<file path="config.mk">
export PLATFORM = sky130hd
export DESIGN_NAME = prc_top
export DESIGN_NICKNAME = d
export VERILOG_FILES = /design/src/verilog/prc_pkg.sv /design/src/verilog/prc_top.sv
export SDC_FILE = /design/constraint.sdc
export NUM_CORES = 1
export LEC_CHECK = 0
export BUFFER_PORTS_ARGS = -buffer_cell sky130_fd_sc_hd__buf_2
export CELL_PAD_IN_SITES_DETAIL_PLACEMENT = 0
export CELL_PAD_IN_SITES_GLOBAL_PLACEMENT = 1
export CORE_MARGIN = 2
export CORE_UTILIZATION = 48
export DETAILED_ROUTE_END_ITERATION = 6
export MAX_ROUTING_LAYER = met4
export PLACE_DENSITY_LB_ADDON = 0.1
export SYNTH_ARGS = -nofsm -noshare
export SYNTH_HDL_FRONTEND = slang
export SYNTH_SLANG_ARGS = --single-unit
</file>
<file path="constraint.sdc">
create_clock -name clk_i -period 6.9 [get_ports clk_i]
set_clock_uncertainty 0.1 [all_clocks]
set_input_delay 0.69 -clock clk_i [delete_from_list [all_inputs] [get_ports clk_i]]
set_output_delay 0.69 -clock clk_i [all_outputs]
set_load 0.1 [all_outputs]
</file>
<file path="src/verilog/prc_pkg.sv">
// constants, field layout and types of the power reduction and reset control block
package prc_pkg;
  // register offsets
  localparam logic [7:0] ADDR_POWER_RED = 8'h00;
  localparam logic [7:0] ADDR_ANALOG_CTRL = 8'h01;
  localparam logic [7:0] ADDR_SLEEP_CTRL = 8'h02;
  localparam logic [7:0] ADDR_STATUS = 8'h03;
  localparam logic [7:0] POWER_RED_RESET = 8'h00;
  localparam logic [7:0] POWER_RED_WMASK = 8'hEF;
  // power reduction bit positions, also the gated clock index
  localparam int GATE_CONVERTER = 0;
  localparam int GATE_SERIAL_PORT = 1;
  localparam int GATE_SERIAL_PERIPHERAL = 2;
  localparam int GATE_TIMER_ONE = 3;
  localparam int GATE_TIMER_ZERO = 5;
  localparam int GATE_TIMER_TWO = 6;
  localparam int GATE_TWO_WIRE_UNIT = 7;
  localparam int NUM_GATES = 8;
  // analog control bit positions
  localparam int AC_ADC_ENABLE = 0;
  localparam int AC_COMP_DISABLE = 1;
  localparam int AC_COMP_BANDGAP = 2;
  localparam int AC_COMP_MUX = 3;
  localparam int AC_TIMER_TWO_ASYNC = 4;
  localparam int AC_WDOG_ENABLE = 5;
  localparam int AC_WDOG_RESET_MODE = 6;
  // sleep mode encodings, and the detector-off fuse level
  localparam logic [2:0] MODE_IDLE = 3'h0;
  localparam logic [2:0] MODE_ADC_NOISE = 3'h1;
  localparam logic [2:0] MODE_POWER_DOWN = 3'h2;
  localparam logic [2:0] MODE_POWER_SAVE = 3'h3;
  localparam logic [2:0] MODE_STANDBY = 3'h6;
  localparam logic [2:0] BOD_DISABLED = 3'h7;
  // timing
  localparam int CLK_PERIOD_NS = 8;
  localparam int EXT_MIN_PULSE_NS = 2000;
  localparam int EXT_MIN_CYC = (EXT_MIN_PULSE_NS + CLK_PERIOD_NS - 1) / CLK_PERIOD_NS;
  localparam int TOUT_MS = 4;
  localparam int TOUT_DEFAULT_CYC = TOUT_MS * 1000000 / CLK_PERIOD_NS;
  // fuse bundle
  typedef struct packed {
    logic [2:0] brownout_level_fuse;
    logic [1:0] startup_time_fuse;
    logic [3:0] clock_select_fuse;
    logic debug_enable_fuse;
  } prc_fuse_t;
  // internal reset sequencer, gray along hold, delay, run
  typedef enum logic [1:0] {
    ST_HOLD = 2'b00,
    ST_DELAY = 2'b01,
    ST_RUN = 2'b11
  } prc_state_t;
endpackage

</file>
<file path="src/verilog/prc_top.sv">
// power reduction clock gating, sleep enables and reset combiner
`timescale 1ns/1ns
module prc_top
#(
  parameter int TOUT_CYCLES = prc_pkg::TOUT_DEFAULT_CYC
)
(
  input wire logic clk_i,
  input wire logic arst_n_i,
  input wire logic [7:0] addr_i,
  input wire logic [7:0] wdata_i,
  input wire logic wr_i,
  input wire logic rd_i,
  output logic [7:0] rdata_o,
  input wire prc_pkg::prc_fuse_t fuse_i,
  input wire logic sleep_i,
  input wire logic poweron_low_i,
  input wire logic brownout_low_i,
  input wire logic ext_reset_n_i,
  input wire logic watchdog_expire_i,
  input wire logic adc_conv_done_i,
  output logic [7:0] gated_clk_o,
  output logic [7:0] periph_access_o,
  output logic adc_enable_o,
  output logic adc_extended_o,
  output logic comparator_enable_o,
  output logic comparator_mux_enable_o,
  output logic ref_enable_o,
  output logic brownout_enable_o,
  output logic watchdog_run_o,
  output logic input_buffer_enable_o,
  output logic wake_buffer_enable_o,
  output logic main_osc_enable_o,
  output logic port_reset_n_o,
  output logic sys_reset_n_o
);
  import prc_pkg::*;

  // ****************************************
  // declarations
  // ****************************************
  localparam logic [23:0] TOUT_BASE = 24'(TOUT_CYCLES);
  localparam logic [8:0] EXT_MIN = 9'(EXT_MIN_CYC);

  prc_state_t state_reg;
  prc_state_t state_next;
  logic [23:0] delay_cnt_reg;
  logic [23:0] tout_cyc;
  logic [8:0] ext_cnt_reg;
  logic ext_valid;
  logic bod_on;
  logic bor_raw;
  logic wdog_reset;
  logic src_any;
  logic running;
  logic port_clr_n;
  logic port_reset_reg;
  logic sys_reset_reg;
  logic [7:0] power_red_reg;
  logic [7:0] analog_ctrl_reg;
  logic [2:0] sleep_mode_reg;
  logic [7:0] rdata_reg;
  logic adc_ext_reg;
  logic adc_en_prev_reg;
  logic [7:0] gate_en_next;
  logic [7:0] gate_en_reg;
  logic [7:0] access_reg;
  logic io_run;
  logic adc_clk_run;
  logic shallow_sleep;
  logic timer_two_async;
  logic adc_on;
  logic comp_on;
  logic ref_on;
  logic osc_on;
  logic buf_on;
  logic adc_en_o_reg;
  logic comp_en_reg;
  logic comp_mux_reg;
  logic ref_en_reg;
  logic bod_en_reg;
  logic wdog_run_reg;
  logic buf_en_reg;
  logic osc_en_reg;

  // ****************************************
  // reset sources
  // ****************************************
  // detector enabled
  assign bod_on = (fuse_i.brownout_level_fuse != BOD_DISABLED);
  assign bor_raw = brownout_low_i & bod_on;
  assign wdog_reset = watchdog_expire_i & analog_ctrl_reg[AC_WDOG_RESET_MODE];
  assign src_any = poweron_low_i | bor_raw | ext_valid | wdog_reset;
  assign running = (state_reg == ST_RUN);

  // pin low filter
  // short glitches on the pin must not restart the core, so count the low time
  always_ff @(posedge clk_i or negedge arst_n_i)
  begin
    if (!arst_n_i)
    begin
      ext_cnt_reg <= 9'h000;
    end
    else if (ext_reset_n_i)
    begin
      ext_cnt_reg <= 9'h000;
    end
    else if (ext_cnt_reg != EXT_MIN)
    begin
      ext_cnt_reg <= ext_cnt_reg + 9'h001;
    end
  end
  assign ext_valid = (ext_cnt_reg == EXT_MIN);

  // port reset without a clock
  // the clear path is combinational so a stopped clock cannot delay it
  assign port_clr_n = arst_n_i & ~poweron_low_i & ~bor_raw & ext_reset_n_i;
  always_ff @(posedge clk_i or negedge port_clr_n)
  begin
    if (!port_clr_n)
    begin
      port_reset_reg <= 1'b0;
    end
    else
    begin
      port_reset_reg <= ~wdog_reset & running;
    end
  end

  // ****************************************
  // internal reset stretch
  // ****************************************
  // fuse selected time-out
  // longer start-up fuse settings double the delay per step
  always_comb
  begin
    tout_cyc = TOUT_BASE << ({1'b0, fuse_i.startup_time_fuse} + {2'b00, fuse_i.clock_select_fuse[0]});
  end

  always_comb
  begin
    state_next = state_reg;
    case (state_reg)
      ST_HOLD:
      begin
        state_next = ST_DELAY;
      end
      ST_DELAY:
      begin
        if (delay_cnt_reg >= tout_cyc - 24'h000001)
        begin
          state_next = ST_RUN;
        end
      end
      ST_RUN:
      begin
        state_next = ST_RUN;
      end
      default:
      begin
        state_next = ST_HOLD;
      end
    endcase
    // any active source restarts the delay
    if (src_any)
    begin
      state_next = ST_HOLD;
    end
  end

  always_ff @(posedge clk_i or negedge arst_n_i)
  begin
    if (!arst_n_i)
    begin
      state_reg <= ST_HOLD;
      delay_cnt_reg <= 24'h000000;
    end
    else
    begin
      state_reg <= state_next;
      if (state_next == ST_DELAY && state_reg == ST_DELAY)
      begin
        delay_cnt_reg <= delay_cnt_reg + 24'h000001;
      end
      else
      begin
        delay_cnt_reg <= 24'h000000;
      end
    end
  end

  // core released once the sequencer runs
  always_ff @(posedge clk_i or negedge arst_n_i)
  begin
    if (!arst_n_i)
    begin
      sys_reset_reg <= 1'b0;
    end
    else
    begin
      sys_reset_reg <= (state_next == ST_RUN);
    end
  end

  // ****************************************
  // register file
  // ****************************************
  // registers held at initial values during reset
  always_ff @(posedge clk_i or negedge arst_n_i)
  begin
    if (!arst_n_i)
    begin
      power_red_reg <= POWER_RED_RESET;
      analog_ctrl_reg <= 8'h00;
      sleep_mode_reg <= MODE_IDLE;
    end
    else if (!running)
    begin
      power_red_reg <= POWER_RED_RESET;
      analog_ctrl_reg <= 8'h00;
      sleep_mode_reg <= MODE_IDLE;
    end
    else if (wr_i)
    begin
      case (addr_i)
        ADDR_POWER_RED:
        begin
          power_red_reg <= wdata_i & POWER_RED_WMASK;
          // spi gate refused while debug fuse is on
          if (fuse_i.debug_enable_fuse)
          begin
            power_red_reg[GATE_SERIAL_PERIPHERAL] <= 1'b0;
          end
        end
        ADDR_ANALOG_CTRL:
        begin
          analog_ctrl_reg <= {1'b0, wdata_i[6:0]};
        end
        ADDR_SLEEP_CTRL:
        begin
          sleep_mode_reg <= wdata_i[2:0];
        end
        default:
        begin
          sleep_mode_reg <= sleep_mode_reg;
        end
      endcase
    end
  end

  // read data one cycle after the strobe, zero elsewhere
  always_ff @(posedge clk_i or negedge arst_n_i)
  begin
    if (!arst_n_i)
    begin
      rdata_reg <= 8'h00;
    end
    else if (rd_i)
    begin
      case (addr_i)
        ADDR_POWER_RED: rdata_reg <= power_red_reg;
        ADDR_ANALOG_CTRL: rdata_reg <= analog_ctrl_reg;
        ADDR_SLEEP_CTRL: rdata_reg <= {5'h00, sleep_mode_reg};
        ADDR_STATUS: rdata_reg <= {4'h0, buf_en_reg, osc_en_reg, adc_ext_reg, ref_en_reg};
        default: rdata_reg <= 8'h00;
      endcase
    end
    else
    begin
      rdata_reg <= 8'h00;
    end
  end

  // ****************************************
  // sleep decode
  // ****************************************
  assign shallow_sleep = (sleep_mode_reg == MODE_IDLE) | (sleep_mode_reg == MODE_ADC_NOISE);
  assign io_run = ~sleep_i | (sleep_mode_reg == MODE_IDLE);
  assign adc_clk_run = ~sleep_i | shallow_sleep;
  assign timer_two_async = analog_ctrl_reg[AC_TIMER_TWO_ASYNC];

  always_comb
  begin
    // adc stays enabled in any sleep mode
    adc_on = analog_ctrl_reg[AC_ADC_ENABLE] & ~power_red_reg[GATE_CONVERTER];
    comp_on = ~analog_ctrl_reg[AC_COMP_DISABLE] & (~sleep_i | shallow_sleep);
    // bandgap use keeps reference regardless of sleep
    ref_on = bod_on | adc_on;
    if (analog_ctrl_reg[AC_COMP_BANDGAP] & ~analog_ctrl_reg[AC_COMP_DISABLE])
    begin
      ref_on = 1'b1;
    end
    // buffers off when io and adc clocks stop
    buf_on = io_run | adc_clk_run;
    osc_on = ~sleep_i | shallow_sleep | (sleep_mode_reg == MODE_STANDBY)
             | fuse_i.debug_enable_fuse
             | ((sleep_mode_reg == MODE_POWER_SAVE) & ~timer_two_async);
  end

  // registered enables toward the analogue helpers
  always_ff @(posedge clk_i or negedge arst_n_i)
  begin
    if (!arst_n_i)
    begin
      adc_en_o_reg <= 1'b0;
      comp_en_reg <= 1'b0;
      comp_mux_reg <= 1'b0;
      ref_en_reg <= 1'b0;
      bod_en_reg <= 1'b0;
      wdog_run_reg <= 1'b0;
      buf_en_reg <= 1'b1;
      osc_en_reg <= 1'b1;
    end
    else
    begin
      adc_en_o_reg <= adc_on;
      comp_en_reg <= comp_on;
      // comparator loses the adc mux while the converter power reduction bit is set
      comp_mux_reg <= analog_ctrl_reg[AC_COMP_MUX] & ~power_red_reg[GATE_CONVERTER];
      ref_en_reg <= ref_on;
      bod_en_reg <= bod_on;
      wdog_run_reg <= analog_ctrl_reg[AC_WDOG_ENABLE];
      buf_en_reg <= buf_on;
      osc_en_reg <= osc_on;
    end
  end

  // extended conversion after off and on
  // set wins over the clear by a completed conversion in the same cycle
  always_ff @(posedge clk_i or negedge arst_n_i)
  begin
    if (!arst_n_i)
    begin
      adc_en_prev_reg <= 1'b0;
      adc_ext_reg <= 1'b1;
    end
    else
    begin
      adc_en_prev_reg <= adc_on;
      if (adc_on & ~adc_en_prev_reg)
      begin
        adc_ext_reg <= 1'b1;
      end
      else if (adc_conv_done_i)
      begin
        adc_ext_reg <= 1'b0;
      end
    end
  end

  // ****************************************
  // peripheral clock gates
  // ****************************************
  always_comb
  begin
    gate_en_next = 8'h00;
    gate_en_next[GATE_TWO_WIRE_UNIT] = io_run & ~power_red_reg[GATE_TWO_WIRE_UNIT];
    // timer two gate only in synchronous mode
    gate_en_next[GATE_TIMER_TWO] = (~power_red_reg[GATE_TIMER_TWO] | timer_two_async)
      & (io_run | ~sleep_i | (sleep_mode_reg == MODE_ADC_NOISE)
         | (sleep_mode_reg == MODE_POWER_SAVE));
    gate_en_next[GATE_TIMER_ZERO] = io_run & ~power_red_reg[GATE_TIMER_ZERO];
    gate_en_next[GATE_TIMER_ONE] = io_run & ~power_red_reg[GATE_TIMER_ONE];
    gate_en_next[GATE_SERIAL_PERIPHERAL] = io_run & ~power_red_reg[GATE_SERIAL_PERIPHERAL];
    gate_en_next[GATE_SERIAL_PORT] = io_run & ~power_red_reg[GATE_SERIAL_PORT];
    gate_en_next[GATE_CONVERTER] = adc_clk_run & ~power_red_reg[GATE_CONVERTER];
  end

  // the enable is retimed on the falling edge, so the and-gate only sees it
  // change while the clock is low; the unused reserved slot is off from the first falling edge after reset
  genvar g;
  generate
    for (g = 0; g < NUM_GATES; g++)
    begin : gen_gate
      always_ff @(negedge clk_i or negedge arst_n_i)
      begin
        if (!arst_n_i)
        begin
          gate_en_reg[g] <= 1'b1;
        end
        else
        begin
          gate_en_reg[g] <= gate_en_next[g];
        end
      end
      // stopped clock freezes state, so restart resumes it
      assign gated_clk_o[g] = clk_i & gate_en_reg[g];
      always_ff @(posedge clk_i or negedge arst_n_i)
      begin
        if (!arst_n_i)
        begin
          access_reg[g] <= 1'b0;
        end
        else
        begin
          access_reg[g] <= gate_en_next[g] & gate_en_reg[g];
        end
      end
    end
  endgenerate

  // ****************************************
  // outputs
  // ****************************************
  assign rdata_o = rdata_reg;
  assign periph_access_o = access_reg;
  assign adc_enable_o = adc_en_o_reg;
  assign adc_extended_o = adc_ext_reg;
  assign comparator_enable_o = comp_en_reg;
  assign comparator_mux_enable_o = comp_mux_reg;
  assign ref_enable_o = ref_en_reg;
  assign brownout_enable_o = bod_en_reg;
  assign watchdog_run_o = wdog_run_reg;
  assign input_buffer_enable_o = buf_en_reg;
  assign wake_buffer_enable_o = port_reset_reg | ~port_reset_reg;
  assign main_osc_enable_o = osc_en_reg;
  assign port_reset_n_o = port_reset_reg;
  assign sys_reset_n_o = sys_reset_reg;
endmodule

</file>
# Word level (Yosys, flattened, before mapping)
# Index checks and enable logic that the tools add are counted.
# Widths: inputs -> output; s select.
# totals
in_bits,36
rom_bits,0
mem_bits_rw,0
mem_count,0
latch_bits,0
reg_bits,88
wordCells,149
# classes
shifts,1
magnitude_cmp,1
mux,21
n_bitwise,63
n_addsub,4
n_mul,0
n_eq_ne,17
n_reduce_logical,9
div,0
# ops
cell,n
$mux 8,7
$and 1x1->1,34
$pmux 8 s4,1
$add 24x1->24 const B,1
$ge 24x24->1,1
$mux 24,1
$shl 19x3->24 const A,1
$sub 24x1->24 const B,1
$mux 9,2
$eq 8x2->1 const B,2
$or 1x1->1,15
$not 1->1,14
$add 9x1->9 const B,1
$eq 9x8->1 const B,1
$mux 3,3
$ne 9x8->1 const B,1
$eq 8x1->1 const B,1
$logic_not 8->1,1
$ne 2x1->1 const B,3
$pmux 2 s3,1
$reduce_and 2->1,3
$eq 2x1->1 const B,2
$eq 2x2->1 const B,2
$mux 1,4
other kinds (11),13

# Depth between registers and ports, before layout
# Gate-level depths: netlist of the first run.
# depth
ltp_word,10
ltp_mapped,17
mapped_depth_nobuf,16

==> flow_summary.yaml, run 1 <==
route:
  post-route-drc-count: 0
  wl_per_cell_microns: 14.9
  drt_iter0_markers: 166
  drt-vias-per-instance: 5.18
  drtAntennaViolNets: 0
  drt-total-wl_microns: 9920
  vias: 3452
  dr.pass1.iters: 4
synth:
  avgSynthCellArea_sq_um: 10.2
  ys_seq_elements: 86
  yosysSeqAreaShare_pct: 47.1
  netlist_area_sq_mm: 0.00460
  synthDominantCellAreaShare_pct: 40.8
  synth_ff_type: "dfrtp_1"
  synth_edf_count: 0
  synth-warning-count: 0
  synthDistinctLibCells: 60
  synth.area.top_cells: "dfrtp_1 41%, ha_1 9.0%, dfstp_2 6.3%"
  syn_inst: 453
  synthArstFlopShare_pct: 100
  synth_top_area_cell: "dfrtp_1"
setup_path:
  worst_setup_path_start_kind: "register"
  path_class: "reg -> out"
  critPathArrivalTime_ps: 5040
  critPathMaxStageDelay_ps: 530
  critPathBufInv: 1
  end_kind: "primary output"
  cp.required_ps: 6110
  path_delay_family: "flip-flops"
  worst-path-max-fanout: 2
  slowest_stage: "dfstp_2"
  path_cells: "and2_1 -> buf_2"
global_routing:
  grt_util_met3_pct: 5.54
  grt_pass1_vias: 3300
  use_met2_pct: 29.6
  grt-busiest-layer: "met1"
  overflow: 0
  grt_usage_pct: 21.1
  grt_pass1_wl_microns: 16200
  met1_usage_pct: 29.7
  grt_max_degree: 50
  antenna_found_initial: 0
sta:
  setup_ws_ps: 1070
  final_max_slew_viol_count: 0
  worstMarginPinSlew_ps: 832
  relSlewSlack_pct: 44.4
  timing.hold.ws_ps: 132
  rsz0062_at_grt: "false"
  hold_viol_final: 0
  totalNegativeSetupSlack_ps: 0
  setup_viol: 0
layout:
  nNetsFinal: 601
  fillers: 855
  area_growth_pct: 16.3
  layout_commonest_cell: "dfrtp_1"
  postLayoutCoreUtil_pct: 57.6
  antenna_cells: 0
  mostFrequentLayoutCells: "75 x dfrtp_1, 74 x nor2_1, 65 x buf_2"
  drive_gt1_share_pct: 21.0
  largest_reg_flops: 24
cts:
  clk_pin_slew_ps: 100
  cts_resized: 0
  clkLatencyLatePin_ps: 520
  hold_buffers: 0
  cts_tree: "done"
  cts_setup_buffers: 0
worst_hold_path:
  hp-class: "in -> async"
pwr:
  p_total_w: 0.00151
  power_density_mw_per_mm2: 282
  p_leak_nw: 2.37
  peakVddDrop_mv: 0.336
floorplan:
  die_area_sq_mm: 0.0104
  die_w_microns: 102
  core_area_sq_mm: 0.00928
  fp.dieH_microns: 102
  top_level_ports: 72
  initial_core_util_pct: 49.5
  rows: 35
place:
  dp_hpwl_microns: 7230
  port_buffers: 66
  post-place-ws_ps: 1530
  gp_congestion: 0.850
run_status:
  run_status: "complete, no violations"
job:
  max_cap_viol_count: 0
cells in the mapped netlist (3+ instances only):
cell and instances:
clkbuf_1 5, nand3_1 16, o21ai_0 8, dfrtp_1 75, nor3_1 14, nor4_1 4, nor2_1 74, inv_1 20
nand2b_1 3, dfstp_2 11, a31oi_1 3, and3_1 4, a21boi_0 3, a21oi_1 19, nor2b_1 6, ha_1 33
nand2_1 27, mux2i_1 19, and2_1 17, nand4_1 12, xnor2_1 19, mux4_2 3, xor2_1 13
layout make-up:
type / instances / area, sq um / area share (%)
Clock buffer: 22 / 223 / 4.17
Clock inverter: 15 / 120 / 2.25
Inverter: 19 / 71.3 / 1.33
Multi-Input combinational cell: 336 / 2300 / 43.0
Sequential cell: 86 / 2170 / 40.5
Tap cell: 129 / 161 / 3.02
Timing Repair Buffer: 60 / 308 / 5.76
metal layers:
layer | share of wire (%) | routed length (microns) | up-vias
met3 | 4.2 | 414 | 4
met1 | 50 | 4940 | 1655
met4 | 0.70 | 69 | 0
met2 | 45 | 4500 | 81
li1 | - | - | 1712
met5 | 0 | 0 | -
cells by family (layout without fill, tap and decap cells):
logic type               count (synthesis)  in the layout  synth area share [%]
multiplexers                            24             24                  6.10
adder cells (fa/ha/maj)                 33             33                  8.98
other                                    2              3                 0.163
XOR/XNOR                                32             32                  6.10
flip-flops                              86             86                  47.1
AND/OR/NAND/NOR                        194            194                  21.3
buffers and inverters                   32            116                  3.02
AO/OA/AOI/OAI                           50             50                  7.21
metrics by stage:
step,std cells,instance area [sq um]
6_report,667,5350
5_1_grt,667,5350
4_1_cts,667,5350
3_5_place_dp,639,5050
3_3_place_gp,639,5050
2_1_floorplan,454,4600
where the power goes:
| group | switching (W) | internal, W |
|---|---|---|
| clock network | 0.000601 | 0.000286 |
| logic | 0.0000715 | 0.0000398 |
| registers | 0.00000229 | 0.000507 |
| total | 0.000675 | 0.000833 |
worst paths after layout:
path	start	end	slack, ps	depth (start not counted)
worst min-delay path	arst_n_i	periph_access_o[5]	130	1
worst max register to register	sleep_mode_reg[1]	gate_en_reg[6]	2070	3
min in group clk_i	analog_ctrl_reg[5]	watchdog_run_o	310	0
worst min register to register	analog_ctrl_reg[5]	watchdog_run_o	310	0
max in group asynchronous	arst_n_i	gate_en_reg[1]	2760	1
worst max-delay path	gate_en_reg[6]	gated_clk_o[6]	1070	2
No activity file was read; power rests on OpenSTA's default activity.
==> run 2, diff against run 1 <==
- CORE_UTILIZATION: 48 -> 44
- clock period: 6.9 -> 5.7 ns (I/O delays scaled with it)
==> run 2 against run 1 <==
Effect of this change: first-iteration DRC count up 20%; sequential share of layout area down 0.26 points; core utilization down 5.0 points; wire length up 5.6%; clock-buffer cell count up 2; clock power up 24%; sequential cell count unchanged; largest cell class unchanged; largest power group unchanged.
==> flow_summary.yaml, run 2 (synthesis results as in run 1) <==
run_status:
  run_status: "complete, no violations"
floorplan:
  core_area_sq_mm: 0.0102
  rows: 37
  fp.dieH_microns: 106
  initial_core_util_pct: 44.9
  top_level_ports: 72
  die_area_sq_mm: 0.0113
  die_w_microns: 106
setup_path:
  cp.required_ps: 5030
  worstReg2RegEnd: "gate_en_reg[6]"
  r2r_cells: 3
  path_class: "reg -> out"
  critPathArrivalTime_ps: 4440
  worst-path-max-fanout: 2
  worst_setup_path_start_kind: "register"
  end_kind: "primary output"
  ff2ff_setup_slack_ps: 1490
  r2r_start: "sleep_mode_reg[1]"
layout:
  seq_area_sq_mm: 0.00217
  largest_reg_flops: 24
  nNetsFinal: 602
  fillers: 939
  mostFrequentLayoutCells: "75 x dfrtp_1, 74 x nor2_1, 65 x buf_2"
  multi_input_area_sq_mm: 0.00230
  area_growth_pct: 17.0
  antenna_cells: 0
  drive_gt1_share_pct: 21.2
  layout_commonest_cell: "dfrtp_1"
  postLayoutCoreUtil_pct: 52.6
sta:
  setup_viol: 0
  rsz0062_at_grt: "false"
  final_max_slew_viol_count: 0
  totalNegativeSetupSlack_ps: 0
  worstMarginPinSlew_ps: 918
  relSlewSlack_pct: 38.3
  hold_viol_final: 0
global_routing:
  grt_pass1_wl_microns: 17900
  grt_pass1_vias: 3658
  antenna_found_initial: 0
  overflow: 0
  grt_max_degree: 63
  grt_usage_pct: 21.4
route:
  drt-total-wl_microns: 10500
  dr.pass1.iters: 4
  drt-vias-per-instance: 5.20
  drtAntennaViolNets: 0
  post-route-drc-count: 0
  vias: 3507
  wl_per_cell_microns: 15.5
  drt_iter0_markers: 199
pwr:
  p_leak_nw: 2.39
  power_density_mw_per_mm2: 344
  peakVddDrop_mv: 0.470
place:
  dp_hpwl_microns: 7790
  gp_congestion: 0.833
  port_buffers: 66
cts:
  clk_pin_slew_ps: 90
  hold_buffers: 0
  clkLatencyLatePin_ps: 520
  cts_tree: "done"
  cts_setup_buffers: 0
  cts_resized: 0
worst_hold_path:
  hp-class: "in -> async"
job:
  max_cap_viol_count: 0
==> run 2: cell count changes in the layout (fill, tap and decap cells not counted), sizes merged <==
| cell | delta |
|---|---|
| buf | +1 |
| inv | -2 |
| clkbuf | +2 |
==> run 2: layout make-up <==
class | instances | area share [%]
clock inverter | 13 | 1.65
inverter | 19 | 1.33
tap | 136 | 3.16
sequential | 86 | 40.2
timing repair buffer | 61 | 5.86
multi-input combinational | 336 | 42.7
clock buffer | 24 | 5.07
==> run 2: how the worst max path moves through the flow <==
stage                   startpoint                 to  slack, ps  cells past startpoint
finish              gate_en_reg[0]     gated_clk_o[0]        590                      2
global route        gate_en_reg[0]     gated_clk_o[0]        520                      2
CTS                 gate_en_reg[0]     gated_clk_o[0]        570                      2
detailed placement       fuse_i[1]   delay_cnt_reg[2]        850                     18
global placement         fuse_i[1]  delay_cnt_reg[18]        880                     18
floorplan           gate_en_reg[1]     gated_clk_o[1]        940                      1
==> run 2: critical path, cell delays in order (launching register included) <==
cell,delay (ps)
dfstp_2,510
and2_1,140
buf_2,430
==> run 2: where the power goes <==
| part | switching (W) | internal [W] | total, W | leakage (nW) |
|---|---|---|---|---|
| registers | 0.00000271 | 0.000614 | 0.000617 | 1.11 |
| logic | 0.0000875 | 0.0000479 | 0.000135 | 1.04 |
| clock network | 0.000711 | 0.000390 | 0.00110 | 0.244 |
| total | 0.000801 | 0.00105 | 0.00185 | 2.39 |
==> run 2: routing by layer <==
layer	wire, microns	track usage, %
met3	487	6.50
met2	4780	30.2
met5	0	-
met1	5100	29.1
met4	110	7.99
==> run 2: metrics by stage <==
stage,power (W),hold slack [ps],cell area [sq um],std cells,setup WS (ps)
CTS,0.00188,51.9,5380,675,566
finish,0.00185,61.7,5380,675,585
detailed placement,0.00127,287,5060,647,850
global placement,0.00127,289,5060,647,884
global route,0.00194,63.4,5380,675,517
floorplan,0.00118,174,4600,454,935
==> run 3, diff against run 2 <==
- CORE_UTILIZATION: 44 -> 46
- CTS_BUF_LIST: default -> sky130_fd_sc_hd__clkbuf_4
- MAX_ROUTING_LAYER: met4 -> default
==> run 3 against run 2 <==
Effect of this change: global-route usage shrank 1.3 points; via count fell by 1.8%; first-iteration DRC count down 45%; wire length shrank 3.0%; clock power down 16%; highest routed layer unchanged; final area decreased by 2.1%; sequential power is essentially flat; power is 9.7% lower; clock-buffer cell count is 2 lower; combinational power barely moved; sequential cell count did not move; critical endpoint is now gated_clk_o[5]; critical path depth is the same; critical path type unchanged.
==> flow_summary.yaml, run 3 (synthesis results as in run 1) <==
route:
  drt_iter0_markers: 110
  vias: 3445
  drt-total-wl_microns: 10200
  post-route-drc-count: 0
  drt-vias-per-instance: 5.11
  wl_per_cell_microns: 15.1
  dr.pass1.iters: 4
  drtAntennaViolNets: 0
pwr:
  p_clk_share_pct: 54.9
  swShare_pct: 48.1
  p_sw_w: 0.000804
  peakVddDrop_mv: 0.451
  power_density_mw_per_mm2: 317
  seqPwrFrac_pct: 36.9
  power_frac_comb_pct: 8.2
  internal-power_w: 0.000869
  p_leak_nw: 2.34
layout:
  drive_gt1_share_pct: 21.3
  stdcell_area_sq_mm: 0.00527
  antenna_cells: 0
  nNetsFinal: 604
  mostFrequentLayoutCells: "75 x dfrtp_1, 74 x nor2_1, 65 x buf_2"
  area_growth_pct: 14.6
  largest_reg_flops: 24
  layout_commonest_cell: "dfrtp_1"
setup_path:
  critPathArrivalTime_ps: 4510
  worst_setup_path_start_kind: "register"
  path_class: "reg -> out"
  ff2ff_setup_slack_ps: 1490
  cp.required_ps: 5030
  end_kind: "primary output"
  worst-path-max-fanout: 2
global_routing:
  overflow: 0
  grt_pass1_wl_microns: 17200
  antenna_found_initial: 0
  met1_usage_pct: 28.4
  use_met2_pct: 29.4
  grt-busiest-layer: "met2"
  grt_pass1_vias: 3547
  grt_usage_pct: 20.1
  grt_util_met3_pct: 5.95
  grt_max_degree: 62
sta:
  hold_viol_final: 0
  relSlewSlack_pct: 44.6
  final_max_slew_viol_count: 0
  totalNegativeSetupSlack_ps: 0
  setup_ws_ps: 517
  timing.hold.ws_ps: 120
  rsz0062_at_grt: "false"
  setup_viol: 0
  worstMarginPinSlew_ps: 829
floorplan:
  die_area_sq_mm: 0.0108
  rows: 36
  core_area_sq_mm: 0.00973
  initial_core_util_pct: 47.3
  die_w_microns: 104
  fp.dieH_microns: 104
  top_level_ports: 72
cts:
  clkLatencyLatePin_ps: 600
  cts_tree: "done"
  cts_resized: 0
  clk_pin_slew_ps: 160
place:
  port_buffers: 66
  gp_congestion: 0.794
  post-place-ws_ps: 814
  placed_area_sq_mm: 0.00506
  dp_hpwl_microns: 7390
job:
  max_cap_viol_count: 0
worst_hold_path:
  hp-class: "in -> reg"
run_status:
  run_status: "complete, no violations"
==> run 3: cell count changes in the layout (fill, tap and decap cells not counted) <==
cell,previous run,this run
bufinv_16,1,0
clkbuf_1,1,0
clkbuf_16,2,0
clkbuf_4,0,14
clkbuf_8,13,0
clkinv_2,1,0
clkinvlp_2,0,1
clkinvlp_4,0,1
dlygate4sd3_1,0,2
inv_8,0,2
==> run 3: repair_timing <==
item / 4_1_cts / 5_1_grt
buffers inserted: 0 / 0
hold buffers: 2 / 0
hold endpoints to repair: 31 / 0
==> run 3: metrics by stage <==
stage	utilization, %	std cells	power (W)
global route	54.2	674	0.00176
global placement	52.0	644	0.00127
floorplan	-	454	0.00118
detailed placement	52.0	644	0.00127
finish	54.2	674	0.00167
CTS	54.2	674	0.00170
==> run 3: final timing paths <==
check,end,startpoint,depth (start not counted)
worst max-delay path,gated_clk_o[5],gate_en_reg[5],2
worst min-delay path,port_reset_n_o,watchdog_expire_i,2
worst max register to register,gate_en_reg[6],sleep_mode_reg[1],3
worst min register to register,watchdog_run_o,analog_ctrl_reg[5],0
max in group asynchronous,gate_en_reg[6],arst_n_i,2
min in group asynchronous,port_reset_n_o,poweron_low_i,3
==> run 3: layout make-up <==
type	count	area (sq um)
tap	133	166
multi-input combinational	336	2300
clock buffer	22	145
clock inverter	15	88.8
timing repair buffer	63	335
sequential	86	2170
fill	958	4460
inverter	19	71.3
==> run 3: power by group through the flow <==
stage               logic [W]  clock network (W)  registers [W]
floorplan           0.0000867           0.000462       0.000632
global placement     0.000134           0.000507       0.000628
detailed placement   0.000137           0.000507       0.000628
CTS                  0.000139           0.000946       0.000617
global route         0.000154           0.000989       0.000618
finish               0.000137           0.000919       0.000617
==> run 3: layer usage <==
layer / vias to the layer above / share of wire (%)
li1: 1735 / -
met1: 1628 / 49
met2: 74 / 45
met3: 8 / 4.6
met4: 0 / 0.96
met5: - / 0
==> run 3: worst max-delay path, stage by stage, from the launching register on <==
cell	delay (ps)
dfstp_2	530
and2_1	120
buf_2	420
